==> config.mk <==
export PLATFORM = sky130hd
export DESIGN_NAME = cdc_clock_distribution
export DESIGN_NICKNAME = d
export VERILOG_FILES = /design/src/design/cdc_pkg.sv /design/src/design/cdc_clock_distribution.sv /design/src/design/cdc_clock_gate.sv
export SDC_FILE = /design/constraint.sdc
export NUM_CORES = 1
export LEC_CHECK = 0
export BUFFER_PORTS_ARGS = -buffer_cell sky130_fd_sc_hd__buf_2
export CORE_MARGIN = 1
export CORE_UTILIZATION = 57
export CTS_BUF_LIST = sky130_fd_sc_hd__clkbuf_16
export DETAILED_ROUTE_END_ITERATION = 10
export GPL_ROUTABILITY_DRIVEN = 0
export PLACE_DENSITY = 0.78
export SETUP_SLACK_MARGIN = 0.1
export SLEW_MARGIN = 40
export SYNTH_ARGS = -nofsm -noshare
export SYNTH_HDL_FRONTEND = slang
export SYNTH_SLANG_ARGS = --single-unit
==> constraint.sdc <==
create_clock -name aclk -period 3.2 [get_ports aclk]
set_input_delay 0.48 -clock aclk [delete_from_list [all_inputs] [get_ports aclk]]
set_output_delay 0.48 -clock aclk [all_outputs]
set_load 0.02 [all_outputs]
==> src/design/cdc_pkg.sv <==
package cdc_pkg;

	// ----------------------------------------------------------------
	// Register map
	// ----------------------------------------------------------------
	localparam int          ADDR_W  = 12;
	localparam int          DATA_W  = 32;
	localparam int          STRB_W  = DATA_W / 8;
	localparam logic [11:0] OFF_ID  = 12'h200;
	localparam logic [11:0] OFF_POR = 12'h204;
	localparam logic [11:0] OFF_BC  = 12'h208;
	localparam logic [11:0] OFF_CFG = 12'h20c;
	localparam logic [11:0] OFF_FD  = 12'h210;
	localparam logic [11:0] OFF_CKE = 12'h214;
	localparam logic [11:0] OFF_OSC = 12'h218;

	localparam logic [1:0] RESP_OKAY   = 2'h0;
	localparam logic [1:0] RESP_SLVERR = 2'h2;

	// ----------------------------------------------------------------
	// Identification (field values arbitrary)
	// ----------------------------------------------------------------
	localparam logic [3:0]  ID_VERSION = 4'h1;
	localparam logic [15:0] ID_PART    = 16'h00a5;
	localparam logic [10:0] ID_MAKER   = 11'h05a;
	localparam logic [31:0] ID_VALUE   = {ID_VERSION, ID_PART, ID_MAKER, 1'b1};

	// ----------------------------------------------------------------
	// Fields (bit 0 = least significant)
	// ----------------------------------------------------------------
	localparam int          POR_W       = 15;
	localparam logic [31:0] POR_MASK    = 32'h0000_7e7f;
	localparam int          POR_XLB     = 5;
	localparam int          POR_PLL0    = 4;

	localparam int          CFG_DDR     = 24;
	localparam int          CFG_XLB     = 16;
	localparam int          CFG_IPB     = 8;
	localparam int          CFG_PCI     = 0;
	localparam logic [31:0] CFG_RW_MASK = 32'h0000_0101;
	localparam logic [31:0] CFG_RESET   = 32'h0000_0101;

	localparam int          FD_EXT_USB  = 25;
	localparam int          FD_EXT_IRDA = 24;
	localparam int          FRAC_DIVIDER_ENABLE       = 16;
	localparam int          FD_PH_W     = 4;
	localparam logic [31:0] FD_RW_MASK  = 32'h0301_ffff;
	localparam logic [31:0] FD_RESET    = 32'h0300_0000;

	localparam logic [31:0] CKE_RW_MASK = 32'h000f_ffff;
	localparam logic [31:0] CKE_RESET   = 32'h000f_ffff;
	localparam int CK_MEM = 19, CK_PCI = 18, CK_LPC = 17, CK_SLT = 16;
	localparam int CK_DMA = 15, CK_ATA = 14, CK_ETH = 13, CK_USB = 12;
	localparam int CK_SPI = 11, CK_PLI = 10, CK_IRRX = 9, CK_IRTX = 8;
	localparam int CK_SER3 = 7, CK_SER2 = 6, CK_SER1 = 5, CK_IRDA = 4;
	localparam int CK_CAN = 3, CK_I2C = 2, CK_TIMER = 1, CK_GPIO = 0;
	localparam int CK_PERIPH_W = 18;

	localparam int          OSC_DIS     = 24;
	localparam logic [31:0] OSC_RW_MASK = 32'h0100_0000;
	localparam logic [31:0] OSC_RESET   = 32'h0000_0000;

	// ----------------------------------------------------------------
	// Clock tree slots
	// ----------------------------------------------------------------
	localparam int IPB_PCI = 18, IPB_FREE = 19, IPB_MEM = 20;
	localparam int IPB_TWAKE = 21, IPB_GWAKE = 22, IPB_W = 23;
	localparam int TAP_W = 5;
	localparam logic [2:0] TAP_DBL = 3'h0;
	localparam logic [2:0] TAP_XLB = 3'h1;

	// Phase code to VCO divide ratio, top bit ignored
	function automatic logic [3:0] cdc_ratio(input logic [3:0] code);
		case (code[2:0])
			3'h6:    cdc_ratio = 4'h6;
			3'h7:    cdc_ratio = 4'h7;
			3'h0:    cdc_ratio = 4'h8;
			3'h1:    cdc_ratio = 4'h9;
			3'h2:    cdc_ratio = 4'ha;
			default: cdc_ratio = 4'hb;
		endcase
	endfunction : cdc_ratio

endpackage : cdc_pkg

==> src/design/cdc_clock_distribution.sv <==
`timescale 1ns/1ps
`default_nettype none

module cdc_clock_distribution
	import cdc_pkg::*;
(
	// Clock and reset
	input  wire logic              aclk,
	input  wire logic              aresetn,
	// AXI4-Lite write address
	input  wire logic [ADDR_W-1:0] awaddr,
	input  wire logic              awvalid,
	output var  logic              awready,
	// AXI4-Lite write data
	input  wire logic [DATA_W-1:0] wdata,
	input  wire logic [STRB_W-1:0] wstrb,
	input  wire logic              wvalid,
	output var  logic              wready,
	// AXI4-Lite write response
	output var  logic [1:0]        bresp,
	output var  logic              bvalid,
	input  wire logic              bready,
	// AXI4-Lite read address
	input  wire logic [ADDR_W-1:0] araddr,
	input  wire logic              arvalid,
	output var  logic              arready,
	// AXI4-Lite read data
	output var  logic [DATA_W-1:0] rdata,
	output var  logic [1:0]        rresp,
	output var  logic              rvalid,
	input  wire logic              rready,
	// Straps, memory mode, external 48 MHz
	input  wire logic [POR_W-1:0]  strap_pins,
	input  wire logic              ddr_mode_in,
	input  wire logic              ext_48mhz_pin,
	// Oscillator control
	output var  logic              osc_disable,
	// Memory controller clocks
	output var  logic              mem_clk,
	output var  logic              memory_read_clock,
	output var  logic              memory_double_clock,
	output var  logic              memory_double_clock_inv,
	output var  logic              mem_ipb_clk,
	// PCI clocks
	output var  logic              pci_xlb_clk,
	output var  logic              pci_ipb_clk,
	output var  logic              pci_clk,
	// Peripheral bus clocks
	output var  logic              ipb_free_clk,
	output var  logic              lpc_clk,
	output var  logic              slt_clk,
	output var  logic              dma_clk,
	output var  logic              ata_clk,
	output var  logic              eth_clk,
	output var  logic              usb_clk,
	output var  logic              spi_clk,
	output var  logic              pli_clk,
	output var  logic              irrx_clk,
	output var  logic              irtx_clk,
	output var  logic              serial3_clk,
	output var  logic              serial2_clk,
	output var  logic              serial1_clk,
	output var  logic              irda_clk,
	output var  logic              can_clk,
	output var  logic              can_clk_inv,
	output var  logic              i2c_clk,
	output var  logic              timer_clk,
	output var  logic              timer_wake_clk,
	output var  logic              gpio_clk,
	output var  logic              gpio_wake_clk,
	// 48 MHz tree
	output var  logic              usb_48mhz_clk,
	output var  logic              irda_48mhz_clk
);

	// ----------------------------------------------------------------
	// Declarations
	// ----------------------------------------------------------------
	logic              aw_full_reg;
	logic              w_full_reg;
	logic [ADDR_W-1:0] aw_addr_reg;
	logic [DATA_W-1:0] w_data_reg;
	logic [STRB_W-1:0] w_strb_reg;
	logic              wr_fire;
	logic [DATA_W-1:0] rd_mux;
	logic [POR_W-1:0]  strap_s1_reg;
	logic [POR_W-1:0]  strap_s2_reg;
	logic [POR_W-1:0]  strap_s3_reg;
	logic              por_valid_reg;
	logic [31:0]       por_reg;
	logic [31:0]       bc_reg;
	logic [31:0]       cfg_reg;
	logic [31:0]       fd_reg;
	logic [31:0]       cke_reg;
	logic [31:0]       osc_reg;
	logic [TAP_W-1:0]  tap_reg;
	logic [2:0]        xlb_idx;
	logic [2:0]        ipb_idx;
	logic [2:0]        pci_idx;
	logic              xlb_src;
	logic              dbl_src;
	logic [3:0]        fd_cnt_reg;
	logic [1:0]        fd_phase_reg;
	logic              fd_out_reg;
	logic [3:0]        fd_ratio;
	logic              ext_s1_reg;
	logic              ext_s2_reg;
	logic              ext_s3_reg;
	logic              ext_lvl_reg;
	logic              ext_sel;
	logic [1:0]        xlb_g;
	logic [IPB_W-1:0]  ipb_g;
	logic [1:0]        t48_g;
	logic              ipb_alt;
	logic              ipb_sel_reg;
	logic              ipb_cur;

	function automatic logic mapped(input logic [ADDR_W-1:0] a);
		mapped = (a == OFF_ID) || (a == OFF_POR) || (a == OFF_BC) ||
			(a == OFF_CFG) || (a == OFF_FD) || (a == OFF_CKE) ||
			(a == OFF_OSC);
	endfunction : mapped

	function automatic logic [31:0] merge(input logic [31:0] old,
		input logic [31:0] data, input logic [STRB_W-1:0] strb);
		for (int i = 0; i < STRB_W; i++) begin
			if (strb[i]) begin
				old[i*8 +: 8] = data[i*8 +: 8];
			end
		end
		merge = old;
	endfunction : merge

	function automatic logic wr_hit(input logic [ADDR_W-1:0] off);
		wr_hit = wr_fire && (aw_addr_reg == off);
	endfunction : wr_hit

	function automatic logic tap(input logic [TAP_W-1:0] t,
		input logic [2:0] idx);
		tap = t[idx];
	endfunction : tap

	// ----------------------------------------------------------------
	// AXI4-Lite write channel
	// ----------------------------------------------------------------
	assign wr_fire = aw_full_reg && w_full_reg && !bvalid;

	always_ff @(posedge aclk) begin
		if (!aresetn) begin
			aw_full_reg <= 1'b0;
			w_full_reg  <= 1'b0;
			aw_addr_reg <= '0;
			w_data_reg  <= '0;
			w_strb_reg  <= '0;
			awready     <= 1'b1;
			wready      <= 1'b1;
			bvalid      <= 1'b0;
			bresp       <= RESP_OKAY;
		end else begin
			if (awvalid && awready) begin
				aw_full_reg <= 1'b1;
				aw_addr_reg <= {awaddr[ADDR_W-1:2], 2'h0};
				awready     <= 1'b0;
			end
			if (wvalid && wready) begin
				w_full_reg <= 1'b1;
				w_data_reg <= wdata;
				w_strb_reg <= wstrb;
				wready     <= 1'b0;
			end
			if (wr_fire) begin
				aw_full_reg <= 1'b0;
				w_full_reg  <= 1'b0;
				bvalid      <= 1'b1;
				bresp       <= mapped(aw_addr_reg) ? RESP_OKAY : RESP_SLVERR;
			end
			if (bvalid && bready) begin
				bvalid  <= 1'b0;
				awready <= 1'b1;
				wready  <= 1'b1;
			end
		end
	end

	// ----------------------------------------------------------------
	// AXI4-Lite read channel
	// ----------------------------------------------------------------
	always_comb begin
		case ({araddr[ADDR_W-1:2], 2'h0})
			OFF_ID:  rd_mux = ID_VALUE;
			OFF_POR: rd_mux = por_reg;
			OFF_BC:  rd_mux = bc_reg;
			OFF_CFG: begin
				rd_mux          = cfg_reg;
				rd_mux[CFG_DDR] = ddr_mode_in;
				rd_mux[CFG_XLB] = por_reg[POR_PLL0];
			end
			OFF_FD:  rd_mux = fd_reg;
			OFF_CKE: rd_mux = cke_reg;
			OFF_OSC: rd_mux = osc_reg;
			default: rd_mux = '0;
		endcase
	end

	always_ff @(posedge aclk) begin
		if (!aresetn) begin
			arready <= 1'b1;
			rvalid  <= 1'b0;
			rdata   <= '0;
			rresp   <= RESP_OKAY;
		end else if (arvalid && arready) begin
			arready <= 1'b0;
			rvalid  <= 1'b1;
			rdata   <= rd_mux;
			rresp   <= mapped({araddr[ADDR_W-1:2], 2'h0}) ? RESP_OKAY
				: RESP_SLVERR;
		end else if (rvalid && rready) begin
			arready <= 1'b1;
			rvalid  <= 1'b0;
		end
	end

	// ----------------------------------------------------------------
	// Strap capture
	// ----------------------------------------------------------------
	always_ff @(posedge aclk) begin
		strap_s1_reg <= strap_pins;
		strap_s2_reg <= strap_s1_reg;
		strap_s3_reg <= strap_s2_reg;
	end

	always_ff @(posedge aclk) begin
		if (!aresetn) begin
			por_valid_reg <= 1'b0;
			por_reg       <= '0;
		end else if (!por_valid_reg && (strap_s2_reg == strap_s3_reg)) begin
			por_valid_reg <= 1'b1;
			por_reg       <= {17'h0, strap_s3_reg} & POR_MASK;
		end
	end

	// ----------------------------------------------------------------
	// Writable registers
	// ----------------------------------------------------------------
	always_ff @(posedge aclk) begin
		if (wr_hit(OFF_BC)) begin
			bc_reg <= merge(bc_reg, w_data_reg, w_strb_reg);
		end
	end

	always_ff @(posedge aclk) begin
		if (!aresetn) begin
			cfg_reg <= CFG_RESET;
		end else if (wr_hit(OFF_CFG)) begin
			cfg_reg <= merge(cfg_reg, w_data_reg, w_strb_reg) & CFG_RW_MASK;
		end
	end

	always_ff @(posedge aclk) begin
		if (!aresetn) begin
			fd_reg <= FD_RESET;
		end else if (wr_hit(OFF_FD)) begin
			fd_reg <= merge(fd_reg, w_data_reg, w_strb_reg) & FD_RW_MASK;
		end
	end

	always_ff @(posedge aclk) begin
		if (!aresetn) begin
			cke_reg <= CKE_RESET;
		end else if (wr_hit(OFF_CKE)) begin
			cke_reg <= merge(cke_reg, w_data_reg, w_strb_reg) & CKE_RW_MASK;
		end
	end

	always_ff @(posedge aclk) begin
		if (!aresetn) begin
			osc_reg <= OSC_RESET;
		end else if (wr_hit(OFF_OSC)) begin
			osc_reg <= merge(osc_reg, w_data_reg, w_strb_reg) & OSC_RW_MASK;
		end
	end

	always_ff @(posedge aclk) begin
		if (!aresetn) begin
			osc_disable <= 1'b0;
		end else begin
			osc_disable <= osc_reg[OSC_DIS];
		end
	end

	// ----------------------------------------------------------------
	// VCO taps and bus clock ratios
	// ----------------------------------------------------------------
	always_ff @(posedge aclk) begin
		if (!aresetn) begin
			tap_reg <= '0;
		end else begin
			tap_reg <= tap_reg + 1'b1;
		end
	end

	assign xlb_idx = TAP_XLB + {2'h0, por_reg[POR_XLB]};
	assign ipb_idx = xlb_idx + {2'h0, cfg_reg[CFG_IPB]};
	assign pci_idx = ipb_idx + {2'h0, cfg_reg[CFG_PCI]};
	assign xlb_src = tap(tap_reg, xlb_idx);
	assign dbl_src = tap(tap_reg, TAP_DBL + {2'h0, por_reg[POR_XLB]});
	assign ipb_alt = tap(tap_reg, xlb_idx + 3'h1);

	// Twin of the bus clock swap so both CAN copies stay complementary
	always_ff @(posedge aclk) begin
		if (!aresetn) begin
			ipb_sel_reg <= 1'b0;
		end else if (!xlb_src && !ipb_alt) begin
			ipb_sel_reg <= cfg_reg[CFG_IPB];
		end
	end

	assign ipb_cur = ipb_sel_reg ? ipb_alt : xlb_src;

	cdc_clock_gate #(.WIDTH(2)) u_xlb (
		.aclk    (aclk),
		.aresetn (aresetn),
		.src_a   (tap(tap_reg, TAP_XLB)),
		.src_b   (tap(tap_reg, TAP_XLB + 3'h1)),
		.sel     (por_reg[POR_XLB]),
		.en      ({cke_reg[CK_PCI], cke_reg[CK_MEM]}),
		.clk_out (xlb_g)
	);

	cdc_clock_gate #(.WIDTH(1)) u_dbl (
		.aclk    (aclk),
		.aresetn (aresetn),
		.src_a   (tap(tap_reg, TAP_DBL)),
		.src_b   (tap(tap_reg, TAP_DBL + 3'h1)),
		.sel     (por_reg[POR_XLB]),
		.en      (cke_reg[CK_MEM]),
		.clk_out (memory_double_clock)
	);

	cdc_clock_gate #(.WIDTH(1)) u_dbl_inv (
		.aclk    (aclk),
		.aresetn (aresetn),
		.src_a   (!tap(tap_reg, TAP_DBL)),
		.src_b   (!tap(tap_reg, TAP_DBL + 3'h1)),
		.sel     (por_reg[POR_XLB]),
		.en      (cke_reg[CK_MEM]),
		.clk_out (memory_double_clock_inv)
	);

	cdc_clock_gate #(.WIDTH(1)) u_rd (
		.aclk    (aclk),
		.aresetn (aresetn),
		.src_a   (xlb_src),
		.src_b   (dbl_src),
		.sel     (ddr_mode_in),
		.en      (cke_reg[CK_MEM]),
		.clk_out (memory_read_clock)
	);

	cdc_clock_gate #(.WIDTH(IPB_W)) u_ipb (
		.aclk    (aclk),
		.aresetn (aresetn),
		.src_a   (xlb_src),
		.src_b   (tap(tap_reg, xlb_idx + 3'h1)),
		.sel     (cfg_reg[CFG_IPB]),
		.en      ({4'hf, cke_reg[CK_PCI], cke_reg[CK_PERIPH_W-1:0]}),
		.clk_out (ipb_g)
	);

	cdc_clock_gate #(.WIDTH(1)) u_can_inv (
		.aclk    (aclk),
		.aresetn (aresetn),
		.src_a   (!ipb_cur),
		.src_b   (!ipb_cur),
		.sel     (1'b0),
		.en      (cke_reg[CK_CAN]),
		.clk_out (can_clk_inv)
	);

	cdc_clock_gate #(.WIDTH(1)) u_pci (
		.aclk    (aclk),
		.aresetn (aresetn),
		.src_a   (tap(tap_reg, ipb_idx)),
		.src_b   (tap(tap_reg, ipb_idx + 3'h1)),
		.sel     (cfg_reg[CFG_PCI]),
		.en      (cke_reg[CK_PCI]),
		.clk_out (pci_clk)
	);

	assign mem_clk        = xlb_g[0];
	assign pci_xlb_clk    = xlb_g[1];
	assign pci_ipb_clk    = ipb_g[IPB_PCI];
	assign ipb_free_clk   = ipb_g[IPB_FREE];
	assign mem_ipb_clk    = ipb_g[IPB_MEM];
	assign timer_wake_clk = ipb_g[IPB_TWAKE];
	assign gpio_wake_clk  = ipb_g[IPB_GWAKE];
	assign lpc_clk        = ipb_g[CK_LPC];
	assign slt_clk        = ipb_g[CK_SLT];
	assign dma_clk        = ipb_g[CK_DMA];
	assign ata_clk        = ipb_g[CK_ATA];
	assign eth_clk        = ipb_g[CK_ETH];
	assign usb_clk        = ipb_g[CK_USB];
	assign spi_clk        = ipb_g[CK_SPI];
	assign pli_clk        = ipb_g[CK_PLI];
	assign irrx_clk       = ipb_g[CK_IRRX];
	assign irtx_clk       = ipb_g[CK_IRTX];
	assign serial3_clk    = ipb_g[CK_SER3];
	assign serial2_clk    = ipb_g[CK_SER2];
	assign serial1_clk    = ipb_g[CK_SER1];
	assign irda_clk       = ipb_g[CK_IRDA];
	assign can_clk        = ipb_g[CK_CAN];
	assign i2c_clk        = ipb_g[CK_I2C];
	assign timer_clk      = ipb_g[CK_TIMER];
	assign gpio_clk       = ipb_g[CK_GPIO];

	// ----------------------------------------------------------------
	// 48 MHz fractional divider and tree
	// ----------------------------------------------------------------
	assign fd_ratio = cdc_ratio(fd_reg[fd_phase_reg*FD_PH_W +: FD_PH_W]);

	always_ff @(posedge aclk) begin
		if (!aresetn || !fd_reg[FRAC_DIVIDER_ENABLE]) begin
			fd_cnt_reg   <= '0;
			fd_phase_reg <= '0;
			fd_out_reg   <= 1'b0;
		end else begin
			fd_out_reg <= (fd_cnt_reg < (fd_ratio >> 1));
			if (fd_cnt_reg >= fd_ratio - 4'h1) begin
				fd_cnt_reg   <= '0;
				fd_phase_reg <= fd_phase_reg + 2'h1;
			end else begin
				fd_cnt_reg <= fd_cnt_reg + 4'h1;
			end
		end
	end

	always_ff @(posedge aclk) begin
		ext_s1_reg <= ext_48mhz_pin;
		ext_s2_reg <= ext_s1_reg;
		ext_s3_reg <= ext_s2_reg;
		if (ext_s2_reg == ext_s3_reg) begin
			ext_lvl_reg <= ext_s3_reg;
		end
	end

	assign ext_sel = fd_reg[FD_EXT_USB] || fd_reg[FD_EXT_IRDA];

	cdc_clock_gate #(.WIDTH(2)) u_48 (
		.aclk    (aclk),
		.aresetn (aresetn),
		.src_a   (fd_out_reg),
		.src_b   (ext_lvl_reg),
		.sel     (ext_sel),
		.en      ({cke_reg[CK_IRDA], 1'b1}),
		.clk_out (t48_g)
	);

	assign usb_48mhz_clk  = t48_g[0];
	assign irda_48mhz_clk = t48_g[1];

endmodule : cdc_clock_distribution

`default_nettype wire

==> src/design/cdc_clock_gate.sv <==
`timescale 1ns/1ps
`default_nettype none

module cdc_clock_gate
	import cdc_pkg::*;
#(
	parameter int WIDTH = 1
) (
	// Clock and reset
	input  wire logic             aclk,
	input  wire logic             aresetn,
	// Sources
	input  wire logic             src_a,
	input  wire logic             src_b,
	input  wire logic             sel,
	// Gates
	input  wire logic [WIDTH-1:0] en,
	output var  logic [WIDTH-1:0] clk_out
);

	logic             sel_reg;
	logic [WIDTH-1:0] en_reg;
	logic             cur;

	assign cur = sel_reg ? src_b : src_a;

	// Source swaps only while both candidates are low
	always_ff @(posedge aclk) begin
		if (!aresetn) begin
			sel_reg <= 1'b0;
		end else if (!src_a && !src_b) begin
			sel_reg <= sel;
		end
	end

	// Enables change only while the selected source is low
	always_ff @(posedge aclk) begin
		if (!aresetn) begin
			en_reg <= '0;
		end else if (!cur) begin
			en_reg <= en;
		end
	end

	always_ff @(posedge aclk) begin
		if (!aresetn) begin
			clk_out <= '0;
		end else begin
			clk_out <= en_reg & {WIDTH{cur}};
		end
	end

endmodule : cdc_clock_gate

`default_nettype wire

# Word level (Yosys, flattened, before mapping)
# Index checks and enable logic that the tools add are counted.
# op_classes
n_bitwise	9
n_addsub	8
eq_ne	20
magnitude_cmp	7
shifts	1
n_reduce_logical	68
n_mux	25
# op_table
operator	count
case mux 32 bit (7 select lines)	1
== test 10 x 8 -> 1 bit, second input constant	14
variable part select 32 x 5 -> 3 bit	1
AND reduction 2 bit	14
AND 23 bit	1
logical AND 1 bit	20
case mux 4 bit (5 select lines)	1
two-way mux 1 bit	17
== test 15 bit	1
logical NOT 1 bit	15
logical OR 1 bit	14
binary-select mux 1 bit (select 3 bit)	4
< comparator 3 x 4 -> 1 bit, second input constant	3
== test 3 bit, second input constant	2
OR reduction 2 bit	3
adder 5 x 1 -> 5 bit, second input constant	1
AND 1 bit	5
adder 4 x 1 -> 4 bit, second input constant	1
AND 2 bit	2
greater-or-equal comparator 4 bit	1
< comparator 1 x 4 -> 1 bit, second input constant	1
< comparator 2 x 4 -> 1 bit, second input constant	1
< comparator 4 x 3 -> 1 bit	1
two-way mux 2 bit	2
other kinds (12)	12
# word_totals
ff_bits	307
wordCells	202
in_bits	84

# Depth between registers and ports, before layout
# logic_depth
word_depth	8
depth_mapped	10

# Modules after synthesis
# From an unflattened synthesis, not the netlist that was laid out.
# hier_totals
cells_unflattened	1125
hier_area_um2	11568.6
# modules_own_cells
mod	n_inst	cells_each	area_each_um2
cdc_clock_distribution	1	883	9061.2
cdc_clock_gate at u_ipb	1	153	1551.5
cdc_clock_gate at u_can_inv ...	5	11	120.1
cdc_clock_gate at u_48 ...	2	17	177.7

# Worst setup path before layout
# No wires, ideal clock.
# synth_path
path_kind	reg2reg
start	reg fd_phase_reg[0]
end	reg fd_cnt_reg[2]
slack_ps	758
arrival_ps	2377
setup_time_ps	65
stages_incl_launch_ff	9
required_time_ps	3135
cell_sequence	dfxtp_1 mux4_2 a21oi_1 ha_1 ha_1 a211o_1 a21oi_1 nand3_1 nor2_1
# synth_via
elab_chain_cells	6
elab_cells_between_ends	10
# synth_rtl
element	line	source
start, declared	cdc_clock_distribution.sv:103	logic [1:0] fd_phase_reg;
start signal, assigned	cdc_clock_distribution.sv:430	fd_phase_reg <= fd_phase_reg + 2'h1;
variable part select 32 x 5 -> 3 bit (*)	cdc_clock_distribution.sv:419	assign fd_ratio = cdc_ratio(fd_reg[fd_phase_reg*FD_PH_W +: FD_PH_W]);
== test 3 x 2 -> 1 bit (tied with other cells)	cdc_pkg.sv:74	case (code[2:0])
case mux 4 bit (5 select lines) (*)	cdc_pkg.sv:74	
subtractor 4 x 1 -> 4 bit (*)	cdc_clock_distribution.sv:428	if (fd_cnt_reg >= fd_ratio - 4'h1) begin
greater-or-equal comparator 4 bit (*)	cdc_clock_distribution.sv:428	
OR reduction 2 bit (no line) (*)	n/a	
end signal, assigned	cdc_clock_distribution.sv:432	fd_cnt_reg <= fd_cnt_reg + 4'h1;
end, declared	cdc_clock_distribution.sv:102	logic [3:0] fd_cnt_reg;
# Mark *: on every way between the ends. The rest lies on a longest branch, timed or not.
# A chain may end at the register's enable or synchronous reset.

# Worst setup path in the final report
# layout_path
start	reg fd_phase_reg[0]
end	reg fd_cnt_reg[3]
# Same word-level chain as after synthesis.

==> key figures <==
Floorplan
  – Die ar.: 20400 um2
  – Die W: 143 um
  – Core area: 19500 um2
  – Die height: 143 um
  – Num rows: 51
  – Initial Utilization: 58.1%
  – I/O pins: 158

STA
  – Final hold violations: 0
  – Final Max Tran Viols: 0
  – Setup ws final: 0.373 ns
  – Final Cycle Share: 88.3%
  – Final setup vio count: 0
  – Hold_ws: 0.0288 ns
  – Slew headroom: 48.1%
  – Clock skew: 0.00734 ns
  – Least-Margin Pin Slew: 0.778 ns
  – Post-Route Setup TNS: 0 ns
  – Maximum clock frequency: 354 MHz
  – Post-route minimum period: 2.83 ns
  – RSZ-0062 raised after global routing: no

Clock network
  – CTS Buffer Depth: 3
  – CTS resizes: 0
  – Root Buffer: clkbuf_16
  – Worst-skew pair later-pin latency: 0.55 ns
  – H-tree depth: 1
  – Clk sinks: 302
  – Post-CTS Hold Fix Bufs: 0
  – Post CTS Setup Buffer Count: 0
  – CTS tree: yes
  – Total CTS buffers: 30
  – CTS clk-pin slew, worst paths: 0.06 ns

Synthesis
  – Async SR Flop Fraction: 0%
  – Avg Inst Size Synth: 10.4 um2
  – Synth Cell Area: 11300 um2
  – Syn Inst Count: 1093
  – Synth cell types: 67
  – Post-synth EDFFs: 33
  – Synthesis warning total: 0
  – FF+latch count, synth: 302
  – Seq/Total Area, Yosys: 56.4%
  – Dominant synthesized flop cell: dfxtp_1

Worst setup path
  – Worst stage delay on the critical path: 0.58 ns
  – Critical Path, Cell by Cell: mux4_2 > a21oi_1 > ha_1 > ha_1 > a211o_1 > a21oi_1 > nand3_1 > nor2_1
  – CP required: 3.68 ns
  – Crit path buf inv count: 0
  – CP Launch Type: register
  – FF-to-FF path depth: 8
  – Crit-path slowest cell: mux4_2
  – Worst Setup SP: fd_phase_reg[0]$_SDFFE_PP0P_
  – Kind of critical path: register to register
  – Critical Path Stages: 8
  – Crit path capture type: register
  – Max Fanout on Critical Path: 4
  – Worst Path Arrival: 3.31 ns
  – Critical R2R Launch: fd_phase_reg[0]$_SDFFE_PP0P_
  – Top Family by Delay on Critical Path: compound AO/OA/AOI/OAI gates

Layout
  – Final instance area: 13200 um2
  – Antenna Cells: 0
  – Area grow syn2layout: 16.4%
  – Final core occ: 67.7%
  – Most common cell after layout, fill and taps aside: dfxtp_1
  – Layout cells sized above 1: 19.2%
  – Most frequent cells in the layout: dfxtp_1, nand2_1, buf_2
  – # fillers: 1516
  – Nets: 1316

Global routing
  – Number of global-route vias before repair: 7490
  – First-pass GRT wire length: 37800 um
  – Pin count of the biggest net entering global routing: 85
  – Overflow after GRT: 0
  – Total track usage: 23.6%
  – Initial antenna violation count: 0

Outcome
  – Status: finished, final reports clean

Drt
  – Drt first pass iters: 7
  – DR vias: 8058
  – Final WL: 23700 um
  – ANT nets after route: 0
  – Routed len/inst: 15.7 um
  – DRC violation count after routing: 0
  – Via density: 5.35
  – Initial DRC Count: 567

Worst hold path
  – Hold_sp: strap_pins[0]
  – Hold path depth: 1
  – Hold Path Class: input port to register

Power
  – Peak supply drop: 0.000497 V
  – Pwr dens: 610 nW/um2
  – Total leakage power: 5.58 nW

Placed design
  – DP Area: 12100 um2
  – Hpwl dp: 16300 um
  – Post-place setup slack: 0.419 ns
  – Port-buffer cells: 151

Flow run
  – Max Cap Viol: 0
==> per-layer routing <==
metal	share of wire [%]	vias up	GRT usage [%]
met5	0	-	0
met4	3.1	0	8.60
met1	45	3770	31.6
met3	4.7	54	3.69
li1	-	4002	-
met2	47	232	38.8
==> worst register-to-register path: cells and delay by family (launching register included) <==
| family | cells | cell delay, ns |
|---|---|---|
| and+or+nand+nor | 2 | 0.39 |
| AOI/OAI and AO/OA | 3 | 0.78 |
| muxes | 1 | 0.58 |
| adders and majority gates | 2 | 0.55 |
| DFF | 1 | 0.45 |
==> worst paths after layout <==
check,end,slack (ns)
worst min-delay path,strap_s1_reg[0]$_DFF_P_,0.03
worst max-delay path,fd_cnt_reg[3]$_SDFF_PP0_,0.37
worst min register to register,strap_s2_reg[1]$_DFF_P_,0.32
worst max register to register,fd_cnt_reg[3]$_SDFF_PP0_,0.37
==> where the power goes <==
group	internal (mW)	switching, mW
clock network	2.07	1.46
registers	3.95	0.0922
logic	0.194	0.268
total	6.22	1.82
==> cells in the mapped netlist, types with 4 or more instances <==
cell type / instances / area share, %
nor4_1: 4 / 0.22
and2_1: 14 / 0.77
buf_4: 7 / 0.46
inv_1: 17 / 0.56
clkbuf_1: 41 / 1.4
nand2_1: 188 / 6.2
o21ai_1: 11 / 0.49
nand2b_1: 7 / 0.39
xnor2_1: 5 / 0.39
a31oi_1: 8 / 0.44
o2bb2ai_1: 4 / 0.31
edfxtp_1: 33 / 8.8
mux2_2: 5 / 0.50
nand4_1: 5 / 0.28
buf_2: 9 / 0.40
a221oi_1: 9 / 0.70
mux2i_1: 74 / 6.5
nor2b_1: 47 / 2.6
nand3_1: 35 / 1.5
and3_1: 29 / 1.6
a21boi_0: 56 / 3.7
buf_1: 5 / 0.17
xor2_1: 18 / 1.4
a21oi_1: 13 / 0.58
o21ai_0: 50 / 2.2
dfxtp_1: 269 / 48
buf_6: 5 / 0.50
nand3_2: 4 / 0.35
ha_1: 14 / 1.5
nor2_1: 38 / 1.3
a22oi_1: 18 / 1.2
==> stage by stage <==
step	std cells	total power, mW
2_1_floorplan	1094	4.44
3_3_place_gp	1451	4.58
3_5_place_dp	1451	4.59
4_1_cts	1507	8.09
5_1_grt	1507	8.32
6_report	1507	8.04
==> final cells by class <==
cell class,instances,area [um2],share of cell area [%]
clock buffers,34,851,6.46
clock inverters,22,174,1.32
inverters,18,67.6,0.513
multi-input cells,706,4540,34.5
flip-flops and latches,302,6380,48.4
well taps,265,332,2.52
repair buffers,160,830,6.30
==> kinds of logic after synthesis <==
logic type | after synthesis | share of synthesized area [%]
and+or+nand+nor | 393 | 17.5
buffers and inverters | 86 | 3.53
xor gates and xnor gates | 23 | 1.78
other | 1 | 0.0331
DFF | 302 | 56.4
AOI/OAI and AO/OA | 192 | 11.6
adders and majority gates | 14 | 1.55
muxes | 82 | 7.64
Power figures use the tool's default switching activity.
